===== src/design/bbcm_consts.vh =====
// Offsets, field positions, reset values and timing counts of the matcher
`ifndef BBCM_CONSTS_VH
`define BBCM_CONSTS_VH
`define BBCM_A_CTRL 12'h000
`define BBCM_A_U1_ADDR 12'h004
`define BBCM_A_U1_AMSK 12'h008
`define BBCM_A_U1_DATA 12'h00C
`define BBCM_A_U1_DMSK 12'h010
`define BBCM_A_U1_CFG 12'h014
`define BBCM_A_U2_ADDR 12'h018
`define BBCM_A_U2_AMSK 12'h01C
`define BBCM_A_U2_CFG 12'h020
`define BBCM_A_U3_ADDR 12'h024
`define BBCM_A_U3_CFG 12'h028
`define BBCM_A_U4_ADDR 12'h02C
`define BBCM_A_U4_CFG 12'h030
`define BBCM_A_U5_CFG 12'h034
`define BBCM_A_SEQ_P0 12'h038
`define BBCM_A_SEQ_P1 12'h03C
`define BBCM_A_SEQ_P2 12'h040
`define BBCM_A_SEQ_P3 12'h044
`define BBCM_A_SEQ_RST 12'h048
`define BBCM_A_SEQ_CFG 12'h04C
`define BBCM_A_CANCEL 12'h050
`define BBCM_A_STATUS 12'h054
`define BBCM_A_DLY_CNT 12'h058
// Config fields: en, rd, wr, type[1:0], size[1:0], pc, delay[11:0]
`define BBCM_F_EN 0
`define BBCM_F_RD 1
`define BBCM_F_WR 2
`define BBCM_F_TYP_LO 3
`define BBCM_F_TYP_HI 4
`define BBCM_F_SZ_LO 5
`define BBCM_F_SZ_HI 6
`define BBCM_F_PC 7
`define BBCM_F_DLY_LO 16
`define BBCM_F_DLY_HI 27
// Cycle type and size codes
`define BBCM_TYP_ALL 2'h0
`define BBCM_TYP_EXEC 2'h1
`define BBCM_TYP_DMA 2'h2
`define BBCM_SZ_BYTE 2'h0
`define BBCM_SZ_HALF 2'h1
`define BBCM_SZ_LONG 2'h2
// Sequence config: count of pass points [2:0], reset point enable [3]
`define BBCM_F_SEQ_RST_EN 3
`define BBCM_RST_ZERO 32'h00000000
// Instructions that must retire between match and halt
`define BBCM_HALT_INSNS 2'h2
`endif


===== src/design/bbcm_matcher.v =====
// Bus break condition matcher with APB register access
// Behaviour
// - Units three and four match on address
// - Read or write qualifier restricts matches
// - Unit five matches on probe trigger
// - Unit one needs address and data match
// - Long-word compare: aligned four, one cycle
// - Half-word compare: aligned two, one cycle
// - Byte compare: any address, one cycle
// - Masked bits always match in units one, two
// - Masks are per bit, any nibble works
// - Halt after at least two more instructions
// - Unit one keeps readable delay count
// - Cancel all or one named unit
// - Unit two off during stop-address run, stepping
// - All address bits compared, no aliasing
// - Software breakpoint execution invalidates unit two
// - Delay slot never halts before PC break
// - PC-relative access counts as execution cycle
// - Units one, two use on-chip break controller
// - Ordered pass-point breaks supported
// - Pass and reset points rounded to even
// - Cycle type: all, execution or DMA
// - Delay count postpones firing by bus cycles
// - Sequence ends run; misorder restarts
// - Reset point restarts sequence checking
`include "bbcm_consts.vh"
`timescale 1ns/100ps
`default_nettype none
module bbcm_matcher (
	// Clock and reset
	input wire core_clk_i,
	input wire rst_i,
	// APB slave
	input wire psel_i,
	input wire penable_i,
	input wire pwrite_i,
	input wire [11:0] paddr_i,
	input wire [31:0] pwdata_i,
	output wire pready_o,
	output wire pslverr_o,
	output reg [31:0] prdata_o,
	// Target bus observation
	input wire bus_valid_i,
	input wire [31:0] bus_addr_i,
	input wire [31:0] bus_data_i,
	input wire bus_write_i,
	input wire [1:0] bus_size_i,
	input wire bus_fetch_i,
	input wire bus_exec_i,
	input wire bus_dma_i,
	input wire bus_pc_rel_i,
	// Execution status
	input wire insn_retire_i,
	input wire insn_in_slot_i,
	input wire sw_break_exec_i,
	input wire run_stop_addr_i,
	input wire stepping_i,
	input wire external_probe_trigger_i,
	// Emulation control
	output reg stop_req_o,
	output reg [4:0] hit_units_o
);
	localparam ST_IDLE = 3'b001;
	localparam ST_WAIT = 3'b010;
	localparam ST_HALT = 3'b100;
	reg [31:0] u1_addr_reg, u1_amsk_reg, u1_data_reg, u1_dmsk_reg, u1_cfg_reg;
	reg [31:0] u2_addr_reg, u2_amsk_reg, u2_cfg_reg;
	reg [31:0] u3_addr_reg, u3_cfg_reg, u4_addr_reg, u4_cfg_reg, u5_cfg_reg;
	reg [31:0] p0_reg, p1_reg, p2_reg, p3_reg, prst_reg, seq_cfg_reg;
	reg [2:0] seq_idx_reg;
	reg [11:0] d1_cnt_reg, d2_cnt_reg;
	reg d1_arm_reg, d2_arm_reg;
	reg [15:0] dly_since_reg;
	reg [2:0] state_reg;
	reg [1:0] insn_cnt_reg;
	reg seq_done_reg;
	wire wr_en = psel_i & penable_i & pwrite_i;
	assign pready_o = 1'b1;
	reg addr_ok;
	always @* begin
		case (paddr_i)
		`BBCM_A_CTRL, `BBCM_A_U1_ADDR, `BBCM_A_U1_AMSK, `BBCM_A_U1_DATA,
		`BBCM_A_U1_DMSK, `BBCM_A_U1_CFG, `BBCM_A_U2_ADDR, `BBCM_A_U2_AMSK,
		`BBCM_A_U2_CFG, `BBCM_A_U3_ADDR, `BBCM_A_U3_CFG, `BBCM_A_U4_ADDR,
		`BBCM_A_U4_CFG, `BBCM_A_U5_CFG, `BBCM_A_SEQ_P0, `BBCM_A_SEQ_P1,
		`BBCM_A_SEQ_P2, `BBCM_A_SEQ_P3, `BBCM_A_SEQ_RST, `BBCM_A_SEQ_CFG,
		`BBCM_A_CANCEL, `BBCM_A_STATUS, `BBCM_A_DLY_CNT: addr_ok = 1'b1;
		default: addr_ok = 1'b0;
		endcase
	end
	assign pslverr_o = psel_i & penable_i & ~addr_ok;
	// Qualifier for one unit's config
	function qual_ok;
		input [31:0] cfg;
		reg tok;
		begin
			case (cfg[`BBCM_F_TYP_HI:`BBCM_F_TYP_LO])
			`BBCM_TYP_EXEC: tok = bus_exec_i | bus_pc_rel_i;
			`BBCM_TYP_DMA: tok = bus_dma_i;
			default: tok = 1'b1;
			endcase
			qual_ok = tok & (~cfg[`BBCM_F_RD] | ~bus_write_i) &
				(~cfg[`BBCM_F_WR] | bus_write_i);
		end
	endfunction
	// Masked compare on every address bit
	wire a1_hit = ((bus_addr_i ^ u1_addr_reg) & ~u1_amsk_reg) == 32'h0;
	wire a2_hit = ((bus_addr_i ^ u2_addr_reg) & ~u2_amsk_reg) == 32'h0;
	// Data compare lane by size, aligned addresses for long and half, any for byte
	reg d1_hit;
	always @* begin
		d1_hit = 1'b0;
		if (bus_size_i == u1_cfg_reg[`BBCM_F_SZ_HI:`BBCM_F_SZ_LO]) begin
			case (u1_cfg_reg[`BBCM_F_SZ_HI:`BBCM_F_SZ_LO])
			`BBCM_SZ_LONG: d1_hit = (u1_addr_reg[1:0] == 2'h0) &
				(((bus_data_i ^ u1_data_reg) & ~u1_dmsk_reg) == 32'h0);
			`BBCM_SZ_HALF: d1_hit = ~u1_addr_reg[0] &
				(((bus_data_i[15:0] ^ u1_data_reg[15:0]) &
				~u1_dmsk_reg[15:0]) == 16'h0);
			default: d1_hit = (((bus_data_i[7:0] ^ u1_data_reg[7:0]) &
				~u1_dmsk_reg[7:0]) == 8'h0);
			endcase
		end
	end
	// Units one and two sit on the on-chip break controller
	wire u1_raw = u1_cfg_reg[`BBCM_F_EN] & bus_valid_i & ~bus_fetch_i &
		a1_hit & d1_hit & qual_ok(u1_cfg_reg);
	wire u2_act = u2_cfg_reg[`BBCM_F_EN] & ~run_stop_addr_i & ~stepping_i;
	wire u2_raw = u2_act & bus_valid_i & a2_hit &
		(u2_cfg_reg[`BBCM_F_PC] ? bus_fetch_i : qual_ok(u2_cfg_reg));
	wire u3_raw = u3_cfg_reg[`BBCM_F_EN] & bus_valid_i &
		(bus_addr_i == u3_addr_reg) & qual_ok(u3_cfg_reg);
	wire u4_raw = u4_cfg_reg[`BBCM_F_EN] & bus_valid_i &
		(bus_addr_i == u4_addr_reg) & qual_ok(u4_cfg_reg);
	wire u5_hit = u5_cfg_reg[`BBCM_F_EN] & external_probe_trigger_i;
	wire [11:0] d1_set = u1_cfg_reg[`BBCM_F_DLY_HI:`BBCM_F_DLY_LO];
	wire [11:0] d2_set = u2_cfg_reg[`BBCM_F_DLY_HI:`BBCM_F_DLY_LO];
	wire u1_hit = (d1_set == 12'h000) ? u1_raw :
		(d1_arm_reg & bus_valid_i & (d1_cnt_reg == 12'h001));
	wire u2_hit = (d2_set == 12'h000) ? u2_raw :
		(d2_arm_reg & bus_valid_i & (d2_cnt_reg == 12'h001) & u2_act);
	// Pass sequence, addresses rounded to even
	wire [31:0] pc_even = {bus_addr_i[31:1], 1'b0};
	reg [31:0] cur_pt;
	always @* begin
		case (seq_idx_reg)
		3'h0: cur_pt = p0_reg;
		3'h1: cur_pt = p1_reg;
		3'h2: cur_pt = p2_reg;
		default: cur_pt = p3_reg;
		endcase
	end
	wire [2:0] seq_n = seq_cfg_reg[2:0];
	wire seq_on = (seq_n != 3'h0) & bus_valid_i & bus_fetch_i & ~stepping_i;
	wire hit_p = (pc_even == p0_reg) | ((pc_even == p1_reg) & (seq_n > 3'h1)) |
		((pc_even == p2_reg) & (seq_n > 3'h2)) |
		((pc_even == p3_reg) & (seq_n > 3'h3));
	wire hit_rst = seq_cfg_reg[`BBCM_F_SEQ_RST_EN] & (pc_even == prst_reg);
	wire hit_cur = pc_even == cur_pt;
	wire seq_fire = seq_on & ~hit_rst & hit_cur & (seq_idx_reg + 3'h1 == seq_n);
	wire any_hit = u1_hit | u2_hit | u3_raw | u4_raw | u5_hit | seq_fire;
	wire [4:0] cancel = (wr_en & (paddr_i == `BBCM_A_CANCEL)) ?
		((pwdata_i[4:0] == 5'h00) ? 5'h1F : pwdata_i[4:0]) : 5'h00;
	always @(posedge core_clk_i or posedge rst_i) begin
		if (rst_i) begin
			u1_addr_reg <= `BBCM_RST_ZERO;
			u1_amsk_reg <= `BBCM_RST_ZERO;
			u1_data_reg <= `BBCM_RST_ZERO;
			u1_dmsk_reg <= `BBCM_RST_ZERO;
			u1_cfg_reg <= `BBCM_RST_ZERO;
			u2_addr_reg <= `BBCM_RST_ZERO;
			u2_amsk_reg <= `BBCM_RST_ZERO;
			u2_cfg_reg <= `BBCM_RST_ZERO;
			u3_addr_reg <= `BBCM_RST_ZERO;
			u3_cfg_reg <= `BBCM_RST_ZERO;
			u4_addr_reg <= `BBCM_RST_ZERO;
			u4_cfg_reg <= `BBCM_RST_ZERO;
			u5_cfg_reg <= `BBCM_RST_ZERO;
			p0_reg <= `BBCM_RST_ZERO;
			p1_reg <= `BBCM_RST_ZERO;
			p2_reg <= `BBCM_RST_ZERO;
			p3_reg <= `BBCM_RST_ZERO;
			prst_reg <= `BBCM_RST_ZERO;
			seq_cfg_reg <= `BBCM_RST_ZERO;
		end else begin
			if (wr_en) begin
				case (paddr_i)
				`BBCM_A_U1_ADDR: u1_addr_reg <= pwdata_i;
				`BBCM_A_U1_AMSK: u1_amsk_reg <= pwdata_i;
				`BBCM_A_U1_DATA: u1_data_reg <= pwdata_i;
				`BBCM_A_U1_DMSK: u1_dmsk_reg <= pwdata_i;
				`BBCM_A_U1_CFG: u1_cfg_reg <= pwdata_i;
				`BBCM_A_U2_ADDR: u2_addr_reg <= pwdata_i;
				`BBCM_A_U2_AMSK: u2_amsk_reg <= pwdata_i;
				`BBCM_A_U2_CFG: u2_cfg_reg <= pwdata_i;
				`BBCM_A_U3_ADDR: u3_addr_reg <= pwdata_i;
				`BBCM_A_U3_CFG: u3_cfg_reg <= pwdata_i;
				`BBCM_A_U4_ADDR: u4_addr_reg <= pwdata_i;
				`BBCM_A_U4_CFG: u4_cfg_reg <= pwdata_i;
				`BBCM_A_U5_CFG: u5_cfg_reg <= pwdata_i;
				`BBCM_A_SEQ_P0: p0_reg <= {pwdata_i[31:1], 1'b0};
				`BBCM_A_SEQ_P1: p1_reg <= {pwdata_i[31:1], 1'b0};
				`BBCM_A_SEQ_P2: p2_reg <= {pwdata_i[31:1], 1'b0};
				`BBCM_A_SEQ_P3: p3_reg <= {pwdata_i[31:1], 1'b0};
				`BBCM_A_SEQ_RST: prst_reg <= {pwdata_i[31:1], 1'b0};
				`BBCM_A_SEQ_CFG: seq_cfg_reg <= pwdata_i;
				default: ;
				endcase
			end
			if (cancel[0])
				u1_cfg_reg <= `BBCM_RST_ZERO;
			if (cancel[1] | (sw_break_exec_i & bus_valid_i))
				u2_cfg_reg <= `BBCM_RST_ZERO;
			if (cancel[2])
				u3_cfg_reg <= `BBCM_RST_ZERO;
			if (cancel[3])
				u4_cfg_reg <= `BBCM_RST_ZERO;
			if (cancel[4])
				u5_cfg_reg <= `BBCM_RST_ZERO;
		end
	end
	// Delay counters count bus cycles after the raw condition
	always @(posedge core_clk_i or posedge rst_i) begin
		if (rst_i) begin
			d1_arm_reg <= 1'b0;
			d1_cnt_reg <= 12'h000;
			d2_arm_reg <= 1'b0;
			d2_cnt_reg <= 12'h000;
			dly_since_reg <= 16'h0000;
		end else begin
			if (cancel[0] | (d1_set == 12'h000)) begin
				d1_arm_reg <= 1'b0;
			end else if (~d1_arm_reg & u1_raw) begin
				d1_arm_reg <= 1'b1;
				d1_cnt_reg <= d1_set;
			end else if (d1_arm_reg & bus_valid_i) begin
				d1_cnt_reg <= d1_cnt_reg - 12'h001;
				if (d1_cnt_reg == 12'h001)
					d1_arm_reg <= 1'b0;
			end
			if (cancel[1] | (d2_set == 12'h000) | ~u2_act) begin
				d2_arm_reg <= 1'b0;
			end else if (~d2_arm_reg & u2_raw) begin
				d2_arm_reg <= 1'b1;
				d2_cnt_reg <= d2_set;
			end else if (d2_arm_reg & bus_valid_i) begin
				d2_cnt_reg <= d2_cnt_reg - 12'h001;
				if (d2_cnt_reg == 12'h001)
					d2_arm_reg <= 1'b0;
			end
			if (cancel[0] | u1_raw)
				dly_since_reg <= 16'h0000;
			else if (bus_valid_i & (dly_since_reg != 16'hFFFF))
				dly_since_reg <= dly_since_reg + 16'h0001;
		end
	end
	// Sequence tracker
	always @(posedge core_clk_i or posedge rst_i) begin
		if (rst_i) begin
			seq_idx_reg <= 3'h0;
			seq_done_reg <= 1'b0;
		end else if (wr_en & (paddr_i == `BBCM_A_SEQ_CFG)) begin
			seq_idx_reg <= 3'h0;
			seq_done_reg <= 1'b0;
		end else if (seq_on) begin
			if (hit_rst)
				seq_idx_reg <= 3'h0;
			else if (seq_fire) begin
				seq_idx_reg <= 3'h0;
				seq_done_reg <= 1'b1;
			end else if (hit_cur)
				seq_idx_reg <= seq_idx_reg + 3'h1;
			else if (hit_p)
				seq_idx_reg <= (pc_even == p0_reg) ? 3'h1 : 3'h0;
		end
	end
	// Halt after two retired instructions, not from a delay slot
	always @(posedge core_clk_i or posedge rst_i) begin
		if (rst_i) begin
			state_reg <= ST_IDLE;
			insn_cnt_reg <= 2'h0;
			stop_req_o <= 1'b0;
			hit_units_o <= 5'h00;
		end else begin
			case (state_reg)
			ST_IDLE: begin
				if (any_hit) begin
					state_reg <= ST_WAIT;
					insn_cnt_reg <= 2'h0;
					hit_units_o <= {u5_hit, u4_raw, u3_raw, u2_hit, u1_hit};
				end
			end
			ST_WAIT: begin
				if (insn_retire_i & (insn_cnt_reg != `BBCM_HALT_INSNS))
					insn_cnt_reg <= insn_cnt_reg + 2'h1;
				if ((insn_cnt_reg == `BBCM_HALT_INSNS) & ~insn_in_slot_i) begin
					state_reg <= ST_HALT;
					stop_req_o <= 1'b1;
				end
			end
			ST_HALT: begin
				if (wr_en & (paddr_i == `BBCM_A_CTRL) & pwdata_i[0]) begin
					state_reg <= ST_IDLE;
					stop_req_o <= 1'b0;
					hit_units_o <= 5'h00;
				end
			end
			default: state_reg <= ST_IDLE;
			endcase
		end
	end
	// Read data
	always @(posedge core_clk_i or posedge rst_i) begin
		if (rst_i) begin
			prdata_o <= 32'h00000000;
		end else if (psel_i & ~penable_i & ~pwrite_i) begin
			case (paddr_i)
			`BBCM_A_CTRL: prdata_o <= 32'h00000000;
			`BBCM_A_U1_ADDR: prdata_o <= u1_addr_reg;
			`BBCM_A_U1_AMSK: prdata_o <= u1_amsk_reg;
			`BBCM_A_U1_DATA: prdata_o <= u1_data_reg;
			`BBCM_A_U1_DMSK: prdata_o <= u1_dmsk_reg;
			`BBCM_A_U1_CFG: prdata_o <= u1_cfg_reg;
			`BBCM_A_U2_ADDR: prdata_o <= u2_addr_reg;
			`BBCM_A_U2_AMSK: prdata_o <= u2_amsk_reg;
			`BBCM_A_U2_CFG: prdata_o <= u2_cfg_reg;
			`BBCM_A_U3_ADDR: prdata_o <= u3_addr_reg;
			`BBCM_A_U3_CFG: prdata_o <= u3_cfg_reg;
			`BBCM_A_U4_ADDR: prdata_o <= u4_addr_reg;
			`BBCM_A_U4_CFG: prdata_o <= u4_cfg_reg;
			`BBCM_A_U5_CFG: prdata_o <= u5_cfg_reg;
			`BBCM_A_SEQ_P0: prdata_o <= p0_reg;
			`BBCM_A_SEQ_P1: prdata_o <= p1_reg;
			`BBCM_A_SEQ_P2: prdata_o <= p2_reg;
			`BBCM_A_SEQ_P3: prdata_o <= p3_reg;
			`BBCM_A_SEQ_RST: prdata_o <= prst_reg;
			`BBCM_A_SEQ_CFG: prdata_o <= seq_cfg_reg;
			`BBCM_A_STATUS: prdata_o <= {20'h00000, seq_done_reg, seq_idx_reg,
				hit_units_o, state_reg};
			`BBCM_A_DLY_CNT: prdata_o <= {16'h0000, dly_since_reg};
			default: prdata_o <= 32'h00000000;
			endcase
		end
	end
endmodule // bbcm_matcher
`default_nettype wire


===== config.mk =====
export PLATFORM = sky130hd
export DESIGN_NAME = bbcm_matcher
export DESIGN_NICKNAME = d
export VERILOG_FILES = /design/src/design/bbcm_matcher.v
export VERILOG_INCLUDE_DIRS = /design/src /design/src/design
export SDC_FILE = /design/constraint.sdc
export NUM_CORES = 2
export LEC_CHECK = 0
export ABC_CLOCK_PERIOD_IN_PS = 70100
export BUFFER_PORTS_ARGS = -buffer_cell sky130_fd_sc_hd__buf_2
export CORE_UTILIZATION = 45
export CTS_BUF_LIST = sky130_fd_sc_hd__clkbuf_8
export DETAILED_ROUTE_END_ITERATION = 10
export PLACE_DENSITY = 0.67
export SYNTH_ARGS = -nofsm -noshare
export SYNTH_HDL_FRONTEND = slang
export SYNTH_SLANG_ARGS = --single-unit

===== constraint.sdc =====
create_clock -name core_clk_i -period 70.1 [get_ports core_clk_i]
set_input_delay 14.02 -clock core_clk_i [delete_from_list [all_inputs] [get_ports core_clk_i]]
set_output_delay 14.02 -clock core_clk_i [all_outputs]
set_load 0.02 [all_outputs]

Word-level counts from Yosys, hierarchy flattened
Index checks and enable logic that the tools add are counted.
{"block": "classes", "add_sub_neg": 5, "n_mul": 0, "div": 0, "n_lt_le_gt_ge": 3, "n_eq_ne": 57, "shift": 0, "n_mux": 67, "bitwise": 117, "reduce_logical": 65}
{"operator": "one-hot mux 32 bit (21 select lines)", "n": 1}
{"operator": "two-way mux 32 bit", "n": 15}
{"operator": "equality test 31 bit", "n": 5}
{"operator": "AND 32 bit", "n": 3}
{"operator": "equality test 12 x 6 -> 1 bit (second input constant)", "n": 8}
{"operator": "equality test 32 bit", "n": 3}
{"operator": "zero test 32 bit", "n": 3}
{"operator": "inverter 32 bit", "n": 3}
{"operator": "one-hot mux 32 bit (3 select lines)", "n": 1}
{"operator": "XOR 32 bit", "n": 3}
{"operator": "equality test 12 x 7 -> 1 bit (second input constant)", "n": 7}
{"operator": "AND 1 bit", "n": 57}
{"operator": "equality test 12 x 5 -> 1 bit (second input constant)", "n": 4}
{"operator": "two-way mux 12 bit", "n": 4}
{"operator": "AND reduction 2 bit", "n": 24}
{"operator": "zero test 12 bit", "n": 3}
{"operator": "nonzero test 2 bit", "n": 18}
{"operator": "two-way mux 16 bit", "n": 2}
{"operator": "two-way mux 3 bit", "n": 9}
{"operator": "equality test 12 x 1 -> 1 bit (second input constant)", "n": 2}
{"operator": "equality test 12 x 4 -> 1 bit (second input constant)", "n": 2}
{"operator": "subtractor 12 x 1 -> 12 bit (second input constant)", "n": 2}
{"operator": "inverter 1 bit", "n": 23}
{"operator": "OR reduction 23 bit", "n": 1}
{"operator": "other kinds (38)", "n": 111}
{"block": "totals", "ff_bits": 692, "latchBits": 0, "mem_bits_rw": 0, "mem_bits_ro": 0, "inputBits": 127, "word_cells": 345, "mem_count": 0}

Longest topological paths before layout
{"block": "logic_depth", "word_depth": 16, "ltp_mapped": 12, "mapped_depth_nobuf": 10}

Worst setup path before layout
No wires, ideal clock.
{"block": "synth_path", "kind": "input to output", "start": "in paddr_i[1]", "end": "out pslverr_o", "arrival_ns": 15.969, "t_required_ns": 56.080, "path_slack_ns": 40.111, "path_stages": 9, "cell_sequence": "nor4_1 and2_1 nand2_1 nor2_1 clkbuf_1 clkbuf_1 nor4_1 nand3_1 a21oi_1"}
{"block": "synth_via", "elab_chain_cells": 5}
{"item": "start: declaration", "line_no": "bbcm_matcher.v:38", "rtl": "input wire [11:0] paddr_i,"}
{"item": "equality test 12 x 7 -> 1 bit (tied with other cells)", "line_no": "bbcm_matcher.v:82", "rtl": "case (paddr_i)"}
{"item": "OR reduction 23 bit *", "line_no": "bbcm_matcher.v:82"}
{"item": "two-way mux 1 bit *", "line_no": "bbcm_matcher.v:82"}
{"item": "inverter 1 bit *", "line_no": "bbcm_matcher.v:92", "rtl": "assign pslverr_o = psel_i & penable_i & ~addr_ok;"}
{"item": "AND 1 bit *", "line_no": "bbcm_matcher.v:92"}
{"item": "end: declaration", "line_no": "bbcm_matcher.v:41", "rtl": "output wire pslverr_o,"}
Mark *: on every way between the ends. The rest lies on a longest branch, timed or not.

Worst setup path after layout
Same ends and word-level chain as after synthesis.

==> metrics <==
result of the run finished, violations left; failing checks DRC, capacitance limit, slew limit; fraction of the yosys area taken by sequential cells 0.4714; root buffer cell sky130_fd_sc_hd__clkbuf_8; antenna violation net count after detailed routing 0; switching portion of total power 0.2802; initial antenna violation count 6; post-route setup slack 39.25 ns; synthesis-stage register bit count 692; DR vias/cell between 7 and 8; Data required, critical path 56.08 ns; Crit Path Class in -> out; most crowded layer after global routing met2; fillers 7470; Layout Area Growth over Synthesis 11.56%; Top delay family on crit path simple AND/OR/NAND/NOR gates; power per cell area 21.13 nW/um^2; M1 GR Usage 0.5463; arrival time reported for the critical path endpoint 16.83 ns; Critical Path Source Type primary input; internal power 0.6233 mW; async set-reset flop share out of synthesis 1.000; GRT overflow 0; horizontal extent of the die 287.7 um; power spent charging and discharging nets 0.2427 mW; highest attainable clock frequency 32.41 MHz; I/O pin count 167; most frequent cells in the layout sky130_fd_sc_hd__dfrtp_1, sky130_fd_sc_hd__nand2_1, sky130_fd_sc_hd__mux2_2, sky130_fd_sc_hd__a21oi_1, sky130_fd_sc_hd__xnor2_1; Cell Area, Synth 36730 sq um; final max-slew violation count 3; final routed wire length divided by cell count 36.99 um; Final #Nets 3785; most common library cell in the layout ignoring fill and taps sky130_fd_sc_hd__dfrtp_1; number of synthesized flops with an enable pin 0; setup violators final 0; final worst path period need between 30 and 40 ns; GRT Util Overall 0.4246; weighted congestion reported at the end of routability-driven placement 1.093; top_reg_cell synth sky130_fd_sc_hd__dfrtp_1; placed cell count 4577; final setup skew 0.06370 ns; leading area contributor after synthesis sky130_fd_sc_hd__dfrtp_1; most area-consuming cells after synthesis sky130_fd_sc_hd__dfrtp_1, sky130_fd_sc_hd__mux2_2, sky130_fd_sc_hd__xnor2_1; number of design-rule violations left by the first detailed-router iteration around 6500; Setup Total Neg Slack 0 ns; fraction of power consumed by sequential logic 0.478; detailed-placement wirelength estimate 120400 um; depth of the most critical reg-to-reg path 8; worst slew pin tran between 1.5 and 2 ns; R2R setup slack 64.87 ns; largest incremental delay on the critical path 0.80 ns; clock network power share 0.438; path class of the lowest-slack min-delay path reg -> reg; hold path cells 1; placeable core area 80680 sq um; worst rel slew slack -0.01357; total CTS buffers 119; Hold-fix buffers, CTS 0; post-cts gate resize count 0; Cell Chain, Critical Path buf_2, nor4_1, nand4_1, nor2_4, buf_4, nor4_1, nand3_1, a21oi_1, buf_2; Clk Latency, worst-skew pair 0.82 ns; synth unique cells 80; number of buffers added on ports approximately 170; first-pass GRT wire length 246200 um; via count of the first global-routing pass 31790; standby leakage power around 18 nW; Pre-antenna DRT Iters 11; share of total power in combinational logic 0.084; average size of a mapped cell 10.30 sq um; GRT met3 Usage 0.1765; Crit-path slowest cell sky130_fd_sc_hd__nand4_1; total number of vias 33630; top-area cell type share of the netlist area 0.4707; worst hold start insn_cnt_reg[0]; die footprint roughly 83000 sq um; Post-Syn Nets around 3700; largest net degree at the start of global routing 169; startpoint of the worst register-to-register path u1_data_reg[9]; unrepaired setup endpoints after global routing false; synthesis warning total 0; worst-case vdd ir drop about 0.000015 V; Placement Rows 104; clock tree from TritonCTS done; Max FO, Critical Path 33; WHS Endpoint insn_cnt_reg[0]; Final Hold Viols 0; deepest clock path buffer count 3; detailed-route DRC error count 28; Die H 287.7 um; clock transition at the register clock pins on the worst setup and hold paths after CTS 0.06 ns; category of the worst setup path capture point output pin; sum of routed wire length over all layers 177400 um; count of maximum capacitance violations 1; met2 Track Usage GR 0.5918; total buffers and inverters traversed by the critical path 3; Tcrit/Tclk final 0.4401; number of cells produced by synthesis around 3600; setup repair bufs after CTS 0; fraction of layout cells with a size suffix above 1 0.2408; final cell count without fillers 4796; initial cell density of the core 0.4553; maximum level of the CTS H-tree 3; Worst R2R End hit_units_o[1]; number of sinks on the clock net 692; worst-case setup slack after placement 39.34 ns
==> area by class of cell <==
type / count / area (sq um) / share of cell area
Antenna cell: 3 / 7.507 / 0.0001832
Clock buffer: 153 / 2106 / 0.05138
Clock inverter: 63 / 327.8 / 0.007999
Inverter: 60 / 232.7 / 0.005679
Multi-Input combinational cell: 2519 / 18220 / 0.4445
Sequential cell: 692 / 17320 / 0.4226
Tap cell: 1060 / 1326 / 0.03236
Timing Repair Buffer: 246 / 1446 / 0.03529
==> worst max path at each step <==
stage	startpoint	endpoint	slack [ns]	cells after the start
floorplan	rst_i	d1_arm_reg	36.68	1
CTS	paddr_i[1]	pslverr_o	39.34	9
global placement	paddr_i[1]	pslverr_o	39.39	9
global route	paddr_i[1]	pslverr_o	39.18	9
finish	paddr_i[1]	pslverr_o	39.25	9
detailed placement	paddr_i[1]	pslverr_o	39.34	9
==> worst reg2reg max path, cell delays in order (launching register included) <==
cell                        delay, ns
sky130_fd_sc_hd__dfrtp_1         0.49
sky130_fd_sc_hd__xnor2_1         0.65
sky130_fd_sc_hd__o22ai_1         0.21
sky130_fd_sc_hd__nor4_2          0.91
sky130_fd_sc_hd__nand4_1         0.67
sky130_fd_sc_hd__a311oi_1        1.12
sky130_fd_sc_hd__a2111oi_1       0.39
sky130_fd_sc_hd__a21oi_4         0.33
sky130_fd_sc_hd__mux2_2          0.37
==> per-layer routing <==
| layer | vias to the layer above | wire [um] | share of wire |
|---|---|---|---|
| met3 | 708 | 28290 | 0.16 |
| met1 | 16700 | 63790 | 0.36 |
| met5 | - | 54 | 0.00030 |
| met4 | 8 | 13000 | 0.073 |
| li1 | 13180 | - | - |
| met2 | 3039 | 72290 | 0.41 |
==> synth_stat cells (7+ instances only) <==
library cell	n
sky130_fd_sc_hd__a211o_1	7
sky130_fd_sc_hd__a21oi_1	238
sky130_fd_sc_hd__a21oi_2	7
sky130_fd_sc_hd__a221oi_1	60
sky130_fd_sc_hd__a222oi_1	34
sky130_fd_sc_hd__a22o_1	58
sky130_fd_sc_hd__a22oi_1	187
sky130_fd_sc_hd__a2bb2oi_1	12
sky130_fd_sc_hd__buf_1	34
sky130_fd_sc_hd__buf_2	53
sky130_fd_sc_hd__buf_6	8
sky130_fd_sc_hd__clkbuf_1	197
sky130_fd_sc_hd__dfrtp_1	691
sky130_fd_sc_hd__ha_1	20
sky130_fd_sc_hd__inv_1	60
sky130_fd_sc_hd__mux2_2	406
sky130_fd_sc_hd__mux2i_1	10
sky130_fd_sc_hd__nand2_1	485
sky130_fd_sc_hd__nand2b_1	16
sky130_fd_sc_hd__nand3_1	55
sky130_fd_sc_hd__nand4_1	110
sky130_fd_sc_hd__nor2_1	65
sky130_fd_sc_hd__nor2b_1	9
sky130_fd_sc_hd__nor3_1	61
sky130_fd_sc_hd__nor3b_1	7
sky130_fd_sc_hd__nor4_1	60
sky130_fd_sc_hd__o211ai_1	11
sky130_fd_sc_hd__o21ai_0	48
sky130_fd_sc_hd__o22a_1	20
sky130_fd_sc_hd__o22ai_1	74
sky130_fd_sc_hd__o32a_1	10
sky130_fd_sc_hd__or2_2	9
sky130_fd_sc_hd__or3_1	11
sky130_fd_sc_hd__xnor2_1	231
sky130_fd_sc_hd__xor2_1	94
==> metrics by stage <==
| step | cell area, sq um | hold WS (ns) | utilization | total power, mW |
|---|---|---|---|---|
| floorplan | 36730 | 0.4396 | - | 0.4611 |
| global placement | 38540 | 0.4531 | 0.4777 | 0.4911 |
| detailed placement | 38540 | 0.4592 | 0.4777 | 0.4915 |
| CTS | 40970 | 0.4670 | 0.5079 | 0.8625 |
| global route | 40980 | 0.4768 | 0.5079 | 0.8879 |
| finish | 40980 | 0.4656 | 0.5080 | 0.8660 |
==> power by group through the flow <==
stage | clock (mW) | combinational [mW] | sequential, mW
floorplan | 0 | 0.0393 | 0.422
global placement | 0 | 0.0700 | 0.421
detailed placement | 0 | 0.0704 | 0.421
CTS | 0.378 | 0.0707 | 0.414
global route | 0.397 | 0.0761 | 0.415
finish | 0.379 | 0.0726 | 0.414
==> kinds of logic (layout without fill, tap and decap cells) <==
group	Yosys count	count (layout)	share of synthesized area
DFF	692	692	0.4714
AOI/OAI and AO/OA	827	827	0.1574
and+or+nand+nor	929	929	0.1194
other	1	4	0.0001021
muxes	416	416	0.1272
xor gates and xnor gates	326	326	0.07793
adders and majority gates	20	20	0.006812
buffers and inverters	354	522	0.03982
Power figures use the tool's default switching activity.
